--- src/dma_engine_cfg.svh ---
`ifndef DMA_ENGINE_CFG_SVH
`define DMA_ENGINE_CFG_SVH

// channel register block: base = channel * stride
`define CH_STRIDE        8'h10
`define CH_CTL_OFS       8'h00
`define CH_SRC_OFS       8'h04
`define CH_DST_OFS       8'h08
`define CH_CNT_OFS       8'h0C
`define PRIO_OFS         8'h30
`define FLAG_OFS         8'h34
`define STAT_OFS         8'h38

// chan_control fields
`define CTL_EN_BIT       0
`define CTL_LEVEL_BIT    1
`define CTL_MODE_LSB     2
`define CTL_SSTEP_LSB    5
`define CTL_DSTEP_LSB    7
`define CTL_SBYTE_BIT    9
`define CTL_DBYTE_BIT    10
`define CTL_MASK         32'h0000_07FF

// step selections: 00/01 hold, 10 down, 11 up
`define STEP_DOWN        2'h2
`define STEP_UP          2'h3

`define CTL_RESET        11'h000
`define ADDR_RESET       16'h0000
`define CNT_RESET        16'h0000
`define PRIO_RESET       2'h0

// burst-block: moves between processor slots and slot length in cycles
`define BURST_MOVES      3'h4
`define CPU_SLOT_CYCLES  2'h2

`define RESP_OKAY        2'h0
`define RESP_SLVERR      2'h2

`endif

--- src/dma_engine_pkg.sv ---
package dma_engine_pkg;

    typedef enum logic [1:0] {
        ST_IDLE,
        ST_READ,
        ST_WRITE,
        ST_CPU_SLOT
    } move_state_e;

    typedef logic [15:0] word_t;
    typedef logic [1:0]  chan_idx_t;

endpackage : dma_engine_pkg

--- src/multichannel_dma_transfer_engine.sv ---
`timescale 1ns/10ps
`include "dma_engine_cfg.svh"

module multichannel_dma_transfer_engine
    import dma_engine_pkg::*;
(
    input  wire logic        aclk,
    input  wire logic        aresetn,
    input  wire logic [7:0]  s_axi_awaddr,
    input  wire logic        s_axi_awvalid,
    output logic             s_axi_awready,
    input  wire logic [31:0] s_axi_wdata,
    input  wire logic [3:0]  s_axi_wstrb,
    input  wire logic        s_axi_wvalid,
    output logic             s_axi_wready,
    output logic [1:0]       s_axi_bresp,
    output logic             s_axi_bvalid,
    input  wire logic        s_axi_bready,
    input  wire logic [7:0]  s_axi_araddr,
    input  wire logic        s_axi_arvalid,
    output logic             s_axi_arready,
    output logic [31:0]      s_axi_rdata,
    output logic [1:0]       s_axi_rresp,
    output logic             s_axi_rvalid,
    input  wire logic        s_axi_rready,
    input  wire logic [2:0]  trig,
    output logic             mem_bus_req,
    input  wire logic        mem_grant,
    output logic [15:0]      mem_addr,
    output logic             mem_rd,
    output logic             mem_wr,
    output logic             mem_byte,
    output logic [15:0]      mem_wdata,
    input  wire logic [15:0] mem_rdata
);

    function automatic word_t step_addr(input word_t a, input logic [1:0] sel,
                                        input logic is_byte);
        word_t inc;
        inc = is_byte ? 16'h0001 : 16'h0002;
        if (sel == `STEP_DOWN)
            step_addr = a - inc;
        else if (sel == `STEP_UP)
            step_addr = a + inc;
        else
            step_addr = a;
    endfunction : step_addr

    function automatic logic [31:0] merge(input logic [31:0] old, input logic [31:0] nw,
                                          input logic [3:0] strb);
        for (int b = 0; b < 4; b++)
            merge[b*8 +: 8] = strb[b] ? nw[b*8 +: 8] : old[b*8 +: 8];
    endfunction : merge

    // bus slave state
    logic        aw_have_q, aw_have_d, w_have_q, w_have_d;
    logic [7:0]  awaddr_q, awaddr_d;
    logic [31:0] wdata_q, wdata_d;
    logic [3:0]  wstrb_q, wstrb_d;
    logic        awready_q, awready_d, wready_q, wready_d;
    logic        bvalid_q, bvalid_d, arready_q, arready_d, rvalid_q, rvalid_d;
    logic [1:0]  bresp_q, bresp_d, rresp_q, rresp_d;
    logic [31:0] rdata_q, rdata_d;
    logic        wr_fire;
    logic        wr_hit;

    // engine state
    logic [10:0] ctl_q [3];
    logic [10:0] ctl_d [3];
    word_t       src_q [3], src_d [3], dst_q [3], dst_d [3], cnt_q [3], cnt_d [3];
    word_t       wsrc_q [3], wsrc_d [3], wdst_q [3], wdst_d [3], save_q [3], save_d [3];
    logic [2:0]  pend_q, pend_d, blk_q, blk_d, flag_q, flag_d, trig_prev_q;
    logic [2:0]  want;
    logic [1:0]  prio_q, prio_d;
    move_state_e st_q, st_d;
    chan_idx_t   act_q, act_d, sel;
    logic [2:0]  burst_q, burst_d;
    logic [1:0]  slot_q, slot_d;
    logic        req_q, req_d, rd_q, rd_d, wrs_q, wrs_d, byte_q, byte_d;
    word_t       addr_q, addr_d, wdat_q, wdat_d;

    assign wr_fire = aw_have_q && w_have_q && !bvalid_q;

    // ---------------- bus slave ----------------
    always_comb begin
        logic [7:0] ra;
        ra        = s_axi_araddr;
        aw_have_d = aw_have_q;
        w_have_d  = w_have_q;
        awaddr_d  = awaddr_q;
        wdata_d   = wdata_q;
        wstrb_d   = wstrb_q;
        bvalid_d  = bvalid_q;
        bresp_d   = bresp_q;
        rvalid_d  = rvalid_q;
        rresp_d   = rresp_q;
        rdata_d   = rdata_q;
        // address and data may arrive in either order
        if (s_axi_awvalid && awready_q) begin
            aw_have_d = 1'b1;
            awaddr_d  = s_axi_awaddr;
        end
        if (s_axi_wvalid && wready_q) begin
            w_have_d = 1'b1;
            wdata_d  = s_axi_wdata;
            wstrb_d  = s_axi_wstrb;
        end
        if (wr_fire) begin
            aw_have_d = 1'b0;
            w_have_d  = 1'b0;
            bvalid_d  = 1'b1;
            bresp_d   = wr_hit ? `RESP_OKAY : `RESP_SLVERR;
        end
        if (bvalid_q && s_axi_bready)
            bvalid_d = 1'b0;
        if (rvalid_q && s_axi_rready)
            rvalid_d = 1'b0;
        if (s_axi_arvalid && arready_q) begin
            rvalid_d = 1'b1;
            rresp_d  = `RESP_OKAY;
            rdata_d  = 32'h0000_0000;
            if (ra[1:0] != 2'h0 || ra > `STAT_OFS)
                rresp_d = `RESP_SLVERR;
            else if (ra == `PRIO_OFS)
                rdata_d = {30'h0, prio_q};
            else if (ra == `FLAG_OFS)
                rdata_d = {29'h0, flag_q};
            else if (ra == `STAT_OFS)
                rdata_d = {25'h0, blk_q, act_q, st_q};
            else if (ra[3:0] == 4'(`CH_CTL_OFS))
                rdata_d = {21'h0, ctl_q[ra[5:4]]};
            else if (ra[3:0] == 4'(`CH_SRC_OFS))
                rdata_d = {16'h0, src_q[ra[5:4]]};
            else if (ra[3:0] == 4'(`CH_DST_OFS))
                rdata_d = {16'h0, dst_q[ra[5:4]]};
            else
                rdata_d = {16'h0, cnt_q[ra[5:4]]};
        end
        awready_d = !aw_have_d && !bvalid_d;
        wready_d  = !w_have_d && !bvalid_d;
        arready_d = !rvalid_d;
    end

    always_ff @(posedge aclk) begin
        if (!aresetn) begin
            aw_have_q <= 1'b0;
            w_have_q  <= 1'b0;
            awaddr_q  <= 8'h00;
            wdata_q   <= 32'h0000_0000;
            wstrb_q   <= 4'h0;
            awready_q <= 1'b0;
            wready_q  <= 1'b0;
            arready_q <= 1'b0;
            bvalid_q  <= 1'b0;
            bresp_q   <= `RESP_OKAY;
            rvalid_q  <= 1'b0;
            rresp_q   <= `RESP_OKAY;
            rdata_q   <= 32'h0000_0000;
        end else begin
            aw_have_q <= aw_have_d;
            w_have_q  <= w_have_d;
            awaddr_q  <= awaddr_d;
            wdata_q   <= wdata_d;
            wstrb_q   <= wstrb_d;
            awready_q <= awready_d;
            wready_q  <= wready_d;
            arready_q <= arready_d;
            bvalid_q  <= bvalid_d;
            bresp_q   <= bresp_d;
            rvalid_q  <= rvalid_d;
            rresp_q   <= rresp_d;
            rdata_q   <= rdata_d;
        end
    end

    assign wr_hit = (awaddr_q[1:0] == 2'h0) && (awaddr_q <= `FLAG_OFS);

    // ---------------- engine ----------------
    // a channel wants the bus when enabled, count nonzero and triggered
    always_comb begin
        for (int c = 0; c < 3; c++) begin
            if (!ctl_q[c][`CTL_EN_BIT] || cnt_q[c] == 16'h0000)
                want[c] = 1'b0;
            else if (ctl_q[c][`CTL_LEVEL_BIT])
                want[c] = trig[c];
            else
                want[c] = pend_q[c] || blk_q[c];
        end
        // lowest k wins; prio 0 gives channel 0 first
        sel = 2'h0;
        for (int k = 2; k >= 0; k--) begin
            if (want[(32'(prio_q) + k) % 3])
                sel = chan_idx_t'((32'(prio_q) + k) % 3);
        end
    end

    always_comb begin
        logic [31:0] m;
        logic [2:0]  mode;
        logic        last;
        logic        go_on;
        chan_idx_t   a;
        for (int c = 0; c < 3; c++) begin
            ctl_d[c]  = ctl_q[c];
            src_d[c]  = src_q[c];
            dst_d[c]  = dst_q[c];
            cnt_d[c]  = cnt_q[c];
            wsrc_d[c] = wsrc_q[c];
            wdst_d[c] = wdst_q[c];
            save_d[c] = save_q[c];
        end
        m       = 32'h0000_0000;
        pend_d  = pend_q;
        blk_d   = blk_q;
        flag_d  = flag_q;
        prio_d  = prio_q;
        st_d    = st_q;
        act_d   = act_q;
        burst_d = burst_q;
        slot_d  = slot_q;
        req_d   = req_q;
        rd_d    = 1'b0;
        wrs_d   = 1'b0;
        byte_d  = byte_q;
        addr_d  = addr_q;
        wdat_d  = wdat_q;
        a       = act_q;
        mode    = ctl_q[a][`CTL_MODE_LSB +: 3];
        last    = (cnt_q[a] == 16'h0001);
        go_on   = 1'b0;

        // trigger capture; a running block swallows further edges
        for (int c = 0; c < 3; c++) begin
            if (ctl_q[c][`CTL_EN_BIT] && !ctl_q[c][`CTL_LEVEL_BIT] && !blk_q[c]
                && trig[c] && !trig_prev_q[c])
                pend_d[c] = 1'b1;
        end

        case (st_q)
            ST_IDLE: begin
                req_d   = |want;
                burst_d = 3'h0;
                if (|want && mem_grant) begin
                    st_d   = ST_READ;
                    act_d  = sel;
                    rd_d   = 1'b1;
                    addr_d = wsrc_q[sel];
                    byte_d = ctl_q[sel][`CTL_SBYTE_BIT];
                    pend_d[sel] = 1'b0;
                    if (ctl_q[sel][`CTL_MODE_LSB +: 2] != 2'h0)
                        blk_d[sel] = 1'b1;
                end
            end
            ST_READ: begin
                // memory answers the read in the same cycle as the strobe
                st_d   = ST_WRITE;
                wrs_d  = 1'b1;
                addr_d = wdst_q[a];
                byte_d = ctl_q[a][`CTL_DBYTE_BIT];
                if (ctl_q[a][`CTL_SBYTE_BIT])
                    wdat_d = {8'h00, mem_rdata[7:0]};
                else
                    wdat_d = mem_rdata;
            end
            ST_WRITE: begin
                wsrc_d[a] = step_addr(wsrc_q[a], ctl_q[a][`CTL_SSTEP_LSB +: 2],
                                      ctl_q[a][`CTL_SBYTE_BIT]);
                wdst_d[a] = step_addr(wdst_q[a], ctl_q[a][`CTL_DSTEP_LSB +: 2],
                                      ctl_q[a][`CTL_DBYTE_BIT]);
                burst_d   = burst_q + 3'h1;
                if (last) begin
                    cnt_d[a]  = save_q[a];
                    flag_d[a] = 1'b1;
                    if (!mode[2])
                        ctl_d[a][`CTL_EN_BIT] = 1'b0;
                    // repeated burst restarts by itself, others wait a trigger
                    if (mode[2:1] != 2'h3)
                        blk_d[a] = 1'b0;
                end else begin
                    cnt_d[a] = cnt_q[a] - 16'h0001;
                    go_on = blk_q[a] && mem_grant
                            && (!ctl_q[a][`CTL_LEVEL_BIT] || trig[a]);
                end
                if (mode[1] && burst_q == `BURST_MOVES - 3'h1) begin
                    st_d   = ST_CPU_SLOT;
                    slot_d = `CPU_SLOT_CYCLES - 2'h2;
                    req_d  = 1'b0;
                end else if (go_on) begin
                    st_d   = ST_READ;
                    rd_d   = 1'b1;
                    addr_d = wsrc_d[a];
                    byte_d = ctl_q[a][`CTL_SBYTE_BIT];
                end else begin
                    st_d  = ST_IDLE;
                    req_d = 1'b0;
                end
            end
            ST_CPU_SLOT: begin
                req_d = 1'b0;
                if (slot_q == 2'h0)
                    st_d = ST_IDLE;
                else
                    slot_d = slot_q - 2'h1;
            end
            default: st_d = ST_IDLE;
        endcase

        // software writes; a hardware set of a done flag wins over its clear
        if (wr_fire && wr_hit) begin
            if (awaddr_q == `PRIO_OFS) begin
                m = merge({30'h0, prio_q}, wdata_q, wstrb_q);
                prio_d = (m[1:0] > 2'h2) ? 2'h0 : m[1:0];
            end else if (awaddr_q == `FLAG_OFS) begin
                m = merge(32'h0, wdata_q, wstrb_q);
                flag_d = flag_q & ~m[2:0];
                if (st_q == ST_WRITE && last)
                    flag_d[a] = 1'b1;
            end else begin
                for (int c = 0; c < 3; c++) begin
                    if (awaddr_q[5:4] == 2'(c)) begin
                        if (awaddr_q[3:0] == 4'(`CH_CTL_OFS)) begin
                            m = merge({21'h0, ctl_q[c]}, wdata_q, wstrb_q) & `CTL_MASK;
                            ctl_d[c] = m[10:0];
                            if (m[`CTL_EN_BIT] && !ctl_q[c][`CTL_EN_BIT]) begin
                                wsrc_d[c] = src_q[c];
                                wdst_d[c] = dst_q[c];
                                save_d[c] = cnt_q[c];
                            end
                        end else if (awaddr_q[3:0] == 4'(`CH_SRC_OFS)) begin
                            m = merge({16'h0, src_q[c]}, wdata_q, wstrb_q);
                            src_d[c] = m[15:0];
                        end else if (awaddr_q[3:0] == 4'(`CH_DST_OFS)) begin
                            m = merge({16'h0, dst_q[c]}, wdata_q, wstrb_q);
                            dst_d[c] = m[15:0];
                        end else begin
                            m = merge({16'h0, cnt_q[c]}, wdata_q, wstrb_q);
                            cnt_d[c] = m[15:0];
                        end
                    end
                end
            end
        end

        // a disabled channel forgets pending work
        for (int c = 0; c < 3; c++) begin
            if (!ctl_d[c][`CTL_EN_BIT]) begin
                pend_d[c] = 1'b0;
                blk_d[c]  = 1'b0;
            end
        end
    end

    always_ff @(posedge aclk) begin
        if (!aresetn) begin
            for (int c = 0; c < 3; c++) begin
                ctl_q[c]  <= `CTL_RESET;
                src_q[c]  <= `ADDR_RESET;
                dst_q[c]  <= `ADDR_RESET;
                cnt_q[c]  <= `CNT_RESET;
                wsrc_q[c] <= `ADDR_RESET;
                wdst_q[c] <= `ADDR_RESET;
                save_q[c] <= `CNT_RESET;
            end
            pend_q      <= 3'h0;
            blk_q       <= 3'h0;
            flag_q      <= 3'h0;
            trig_prev_q <= 3'h0;
            prio_q      <= `PRIO_RESET;
            st_q        <= ST_IDLE;
            act_q       <= 2'h0;
            burst_q     <= 3'h0;
            slot_q      <= 2'h0;
            req_q       <= 1'b0;
            rd_q        <= 1'b0;
            wrs_q       <= 1'b0;
            byte_q      <= 1'b0;
            addr_q      <= 16'h0000;
            wdat_q      <= 16'h0000;
        end else begin
            for (int c = 0; c < 3; c++) begin
                ctl_q[c]  <= ctl_d[c];
                src_q[c]  <= src_d[c];
                dst_q[c]  <= dst_d[c];
                cnt_q[c]  <= cnt_d[c];
                wsrc_q[c] <= wsrc_d[c];
                wdst_q[c] <= wdst_d[c];
                save_q[c] <= save_d[c];
            end
            pend_q      <= pend_d;
            blk_q       <= blk_d;
            flag_q      <= flag_d;
            trig_prev_q <= trig;
            prio_q      <= prio_d;
            st_q        <= st_d;
            act_q       <= act_d;
            burst_q     <= burst_d;
            slot_q      <= slot_d;
            req_q       <= req_d;
            rd_q        <= rd_d;
            wrs_q       <= wrs_d;
            byte_q      <= byte_d;
            addr_q      <= addr_d;
            wdat_q      <= wdat_d;
        end
    end

    assign s_axi_awready = awready_q;
    assign s_axi_wready  = wready_q;
    assign s_axi_bvalid  = bvalid_q;
    assign s_axi_bresp   = bresp_q;
    assign s_axi_arready = arready_q;
    assign s_axi_rvalid  = rvalid_q;
    assign s_axi_rresp   = rresp_q;
    assign s_axi_rdata   = rdata_q;
    assign mem_bus_req   = req_q;
    assign mem_rd        = rd_q;
    assign mem_wr        = wrs_q;
    assign mem_byte      = byte_q;
    assign mem_addr      = addr_q;
    assign mem_wdata     = wdat_q;

endmodule : multichannel_dma_transfer_engine

--- config.mk ---
export PLATFORM = sky130hd
export DESIGN_NAME = multichannel_dma_transfer_engine
export DESIGN_NICKNAME = d
export VERILOG_FILES = /design/src/dma_engine_pkg.sv /design/src/multichannel_dma_transfer_engine.sv
export VERILOG_INCLUDE_DIRS = /design/src
export SDC_FILE = /design/constraint.sdc
export NUM_CORES = 1
export LEC_CHECK = 0
export ABC_AREA = 1
export BUFFER_PORTS_ARGS = -buffer_cell sky130_fd_sc_hd__buf_2
export CAP_MARGIN = 20
export CORE_ASPECT_RATIO = 2
export CORE_UTILIZATION = 47
export DETAILED_ROUTE_END_ITERATION = 10
export GPL_ROUTABILITY_DRIVEN = 0
export GPL_TIMING_DRIVEN = 0
export PLACE_DENSITY = 0.77
export SYNTH_ARGS = -nofsm -noshare
export SYNTH_HDL_FRONTEND = slang
export SYNTH_SLANG_ARGS = --single-unit
--- constraint.sdc ---
create_clock -name aclk -period 3.2 [get_ports aclk]
set_input_delay 0.32 -clock aclk [delete_from_list [all_inputs] [get_ports aclk]]
set_output_delay 0.32 -clock aclk [all_outputs]
set_load 0.01 [all_outputs]
==> reports/metrics.csv, run 1 <==
metric,value,unit
outcome,stopped before the end,
stop_stage,global routing,
error,[ERROR GRT-0232] Routing congestion too high. Check the congestion heatmap in the GUI.,
grt.overflow.total,4,
dpl_cell_area,0.0256,sq mm
cts_max_path_buffers,3,
synth.area.top_cells,"dfxtp_1 32%, nand2_1 10%, a21oi_1 10%",
async_flop_share,0,%
die_x,162,microns
avgSynthCellArea,6.87,sq um
synth_seq_cells,433,
grt_max_degree,18,
grt.total_usage,54.0,%
ios,156,
fp.dieH,322,microns
synth.distinct_cells,65,
seq_area_frac_synth,37.9,%
synth_ff_type,dfxtp_1,
clock-sinks,433,
synth_common_cells,"652 x nand2_1, 480 x a21oi_1, 447 x o21ai_0, 385 x dfxtp_1, 341 x nor2_1",
yosysTopAreaCellShare,32.0,%
synth_edf_count,48,
initial_core_util,47.5,%
yosysWarnings,0,
portBuffers,117,
synth_area,0.0241,sq mm
hpwlAfterDp,92300,microns
clock-root-buffer,clkbuf_16,
htreeDepth,2,
yosysMostFrequentCell,nand2_1,
synth_cells,3510,
numCtsBuffers,39,
rows,117,
yosys.area.top_type,dfxtp_1,
[per-layer routing]
| metal | overflow | track usage (%) |
|---|---|---|
| met3 | 0 | 30.8 |
| met2 | 1 | 78.3 |
| met1 | 0 | 51.0 |
| met4 | 3 | 56.3 |
| met5 | 0 | 6.72 |
[stage by stage]
step | setup slack, ns | cells
4_1_cts | -0.00960 | 4426
3_5_place_dp | -1.38 | 4301
3_3_place_gp | -1.35 | 4298
2_1_floorplan | 0.0101 | 3527
[timing repair]
action	in CTS
resized for setup	87
endpoints found under the hold margin	26
setup endpoints to repair	160
cloned	0
pin swaps	17
hold buffers	26
buffers inserted	34
[cell families after synthesis]
group,count (synthesis),share of synthesized area (%)
adders and majority gates,25,1.42
buffers and inverters,566,9.97
AOI/OAI and AO/OA,1208,27.9
xor gates and xnor gates,25,0.908
DFF,433,37.9
other,1,0.0156
muxes,1,0.0415
and+or+nand+nor,1251,21.8
==> run 2: changes to the inputs <==
--- a/config.mk
+++ b/config.mk
@@ -9,12 +9,11 @@
 export ABC_AREA = 1
 export BUFFER_PORTS_ARGS = -buffer_cell sky130_fd_sc_hd__buf_2
 export CAP_MARGIN = 20
-export CORE_ASPECT_RATIO = 2
-export CORE_UTILIZATION = 47
+export CORE_UTILIZATION = 32
 export DETAILED_ROUTE_END_ITERATION = 10
 export GPL_ROUTABILITY_DRIVEN = 0
 export GPL_TIMING_DRIVEN = 0
-export PLACE_DENSITY = 0.77
+export PLACE_DENSITY_LB_ADDON = 0.15
 export SYNTH_ARGS = -nofsm -noshare
 export SYNTH_HDL_FRONTEND = slang
 export SYNTH_SLANG_ARGS = --single-unit
==> constraint.sdc (replaced) <==
create_clock -name aclk -period 4.2 [get_ports aclk]
set_input_delay 0.42 -clock aclk [delete_from_list [all_inputs] [get_ports aclk]]
set_output_delay 0.42 -clock aclk [all_outputs]
set_load 0.01 [all_outputs]
==> run 2 against run 1 <==
The run now ends clean. Synthesized cell count did not move. Synthesized area did not move.
==> reports/metrics.csv, run 2 <==
metric,value,unit,change
wl_per_cell,26.9,microns,
synth_cells,3510,,unchanged
htreeDepth,2,,unchanged
synth.area.top_cells,"dfxtp_1 32%, nand2_1 10%, a21oi_1 10%",,
outcome,"complete, no violations",,
vias,27100,,
grt_max_degree,20,,
fin_cells,4737,,
synth_ff_type,dfxtp_1,,
met1_usage,43.7,%,
via_per_inst,5.71,,
max_slew_margin,14.7,%,
crit_required,4.76,ns,
drt_iter0_markers,4255,,
place_inst,4622,,+7.5%
clock-sinks,433,,unchanged
holdWs,0.0204,ns,
nNetsFinal,3830,,
dr.pass1.iters,8,,
synth_common_cells,"652 x nand2_1, 480 x a21oi_1, 447 x o21ai_0, 385 x dfxtp_1, 341 x nor2_1",,
setup.worst_path.class,reg2reg,,
synth_seq_cells,433,,unchanged
grt_use_met2,48.0,%,
power.density,397,mW/mm^2,
clock-root-buffer,clkbuf_16,,
die_x,277,microns,+71%
layout_commonest_cell,nand2_1,,
grtUsageMet3,6.57,%,
coreArea,0.0744,sq mm,
drv_cap,0,,
wl,128000,microns,
cp-end-kind,register,,
cts_tree,built,,
crit_path_start_kind,register,,
hpwlAfterDp,97600,microns,+5.7%
path_clk_slew,0.06,ns,
path_max_fanout,10,,
grt_pass1_vias,24700,,
yosysWarnings,0,,unchanged
numCtsBuffers,54,,+38%
r2r_slack,0.05,ns,
synth.distinct_cells,65,,unchanged
final_cell_mix,"651 x nand2_1, 480 x a21oi_1, 441 x o21ai_0",,
hold_viol_final,0,,
grt.total_usage,32.4,%,
ir_drop,0.299,mV,
grt_first_pass_wirelength,179000,microns,
layout-drive-gt1-share,11.1,%,
synth_edf_count,48,,unchanged
ant_nets,0,,
grt_setup_unrepaired,no,,
hold_path_class,in2reg,,
drc,0,,
async_flop_share,0,%,unchanged
fmax,0.241,GHz,
insertion_delay,0.66,ns,
synth_area,0.0241,sq mm,unchanged
maxSlewViolCount,0,,
yosysTopAreaCellShare,32.0,%,unchanged
leakagePower,11.1,nW,
area_delta_synth_final,17.0,%,
antenna_found_initial,3,,
rows,100,,-15%
fp.dieH,277,microns,-14%
period_share,98.9,%,
ios,156,,unchanged
yosys.area.top_type,dfxtp_1,,
die_area,0.0765,sq mm,
yosysMostFrequentCell,nand2_1,,
cts_max_path_buffers,3,,unchanged
critPathArrivalTime,4.72,ns,
avgSynthCellArea,6.87,sq um,unchanged
worst_pin_slew,1.28,ns,
grt.overflow.total,0,,
setup_viol,0,,
initial_core_util,32.4,%,-15 points
grt-busiest-layer,met2,,
portBuffers,117,,unchanged
clock_skew,0.0383,ns,
seq_area_frac_synth,37.9,%,unchanged
post-route-min-period,4.15,ns,
run 2: cell counts after synthesis:
Identical to the previous run, type by type.
run 2: worst paths after layout:
check / startpoint / endpoint / depth (start not counted)
setup / recovery: st_q[0]$_SDFFE_PN0P_ / cnt_q[0][14]$_SDFFE_PN0P_ / 11
hold / removal: mem_rdata[15] / mem_wdata[15]$_SDFFE_PN0P_ / 3
setup reg to reg: st_q[0]$_SDFFE_PN0P_ / cnt_q[0][14]$_SDFFE_PN0P_ / 11
hold reg to reg: slot_q[1]$_SDFFE_PN0P_ / slot_q[1]$_SDFFE_PN0P_ / 2
run 2: worst max-delay path: stages, from the launching register on:
cell      delay, ns
dfxtp_1        0.35
inv_1          0.14
ha_1           0.16
clkbuf_1       0.71
inv_2          0.29
nor2_1         0.37
clkbuf_1       0.66
clkbuf_1       0.87
nand3_1        0.13
o21ai_0        0.13
nand2_1        0.11
a21oi_1        0.14
run 2: what timing repair did:
| item | 4_1_cts | 5_1_grt |
|---|---|---|
| resized for setup | 17 | 17 |
| hold buffers | 13 | 0 |
| buffers inserted | 2 | 4 |
| hold endpoints to repair | 13 | 0 |
| pin swaps | 1 | 2 |
| setup endpoints to repair | 105 | 79 |
run 2: layout make-up:
cell class                 count  area, sq um
clock buffer                  72         1460
tap                          969         1210
multi-input combinational   2528        12700
buffer                       222         1140
antenna                        1         2.50
inverter                     340         1280
timing repair buffer         147          913
fill                        8083        46200
sequential                   433         9150
clock inverter                25          347
run 2: metal layers:
| metal | share of wire, % | routed length [microns] | vias to the layer above |
|---|---|---|---|
| li1 | - | - | 12300 |
| met1 | 41 | 52800 | 12800 |
| met2 | 41 | 52900 | 1663 |
| met3 | 11 | 13600 | 343 |
| met4 | 6.6 | 8430 | 2 |
| met5 | 0.010 | 13 | - |
run 2: cells by family after synthesis:
| family | share of synthesized area [%] |
|---|---|
| and+or+nand+nor | 21.8 |
| AOI/OAI and AO/OA | 27.9 |
| buffers and inverters | 9.97 |
| DFF | 37.9 |
| adders and majority gates | 1.42 |
| xor gates and xnor gates | 0.908 |
| other | 0.0156 |
| muxes | 0.0415 |
run 2: through the flow:
| stage | worst slack, ns | util, % | area, sq um | power [W] | setup TNS [ns] |
|---|---|---|---|---|---|
| after detailed placement | -1.11 | 35.1 | 26100 | 0.00628 | -57.65 |
| after floorplan | 0.764 | - | 24200 | 0.00551 | 0 |
| final | 0.0458 | 37.9 | 28200 | 0.0112 | 0 |
| after global routing | 0.0132 | 37.9 | 28200 | 0.0115 | 0 |
| after CTS | -0.0286 | 37.7 | 28100 | 0.0111 | -0.0559 |
| after global placement | -1.14 | 34.9 | 26000 | 0.00626 | -79.61 |
run 2: power by group:
group / internal, W / switching (W)
clock: 0.00287 / 0.00205
combinational: 0.000513 / 0.00132
sequential: 0.00433 / 0.000113
Note: power is estimated with default switching activity, not from simulation.
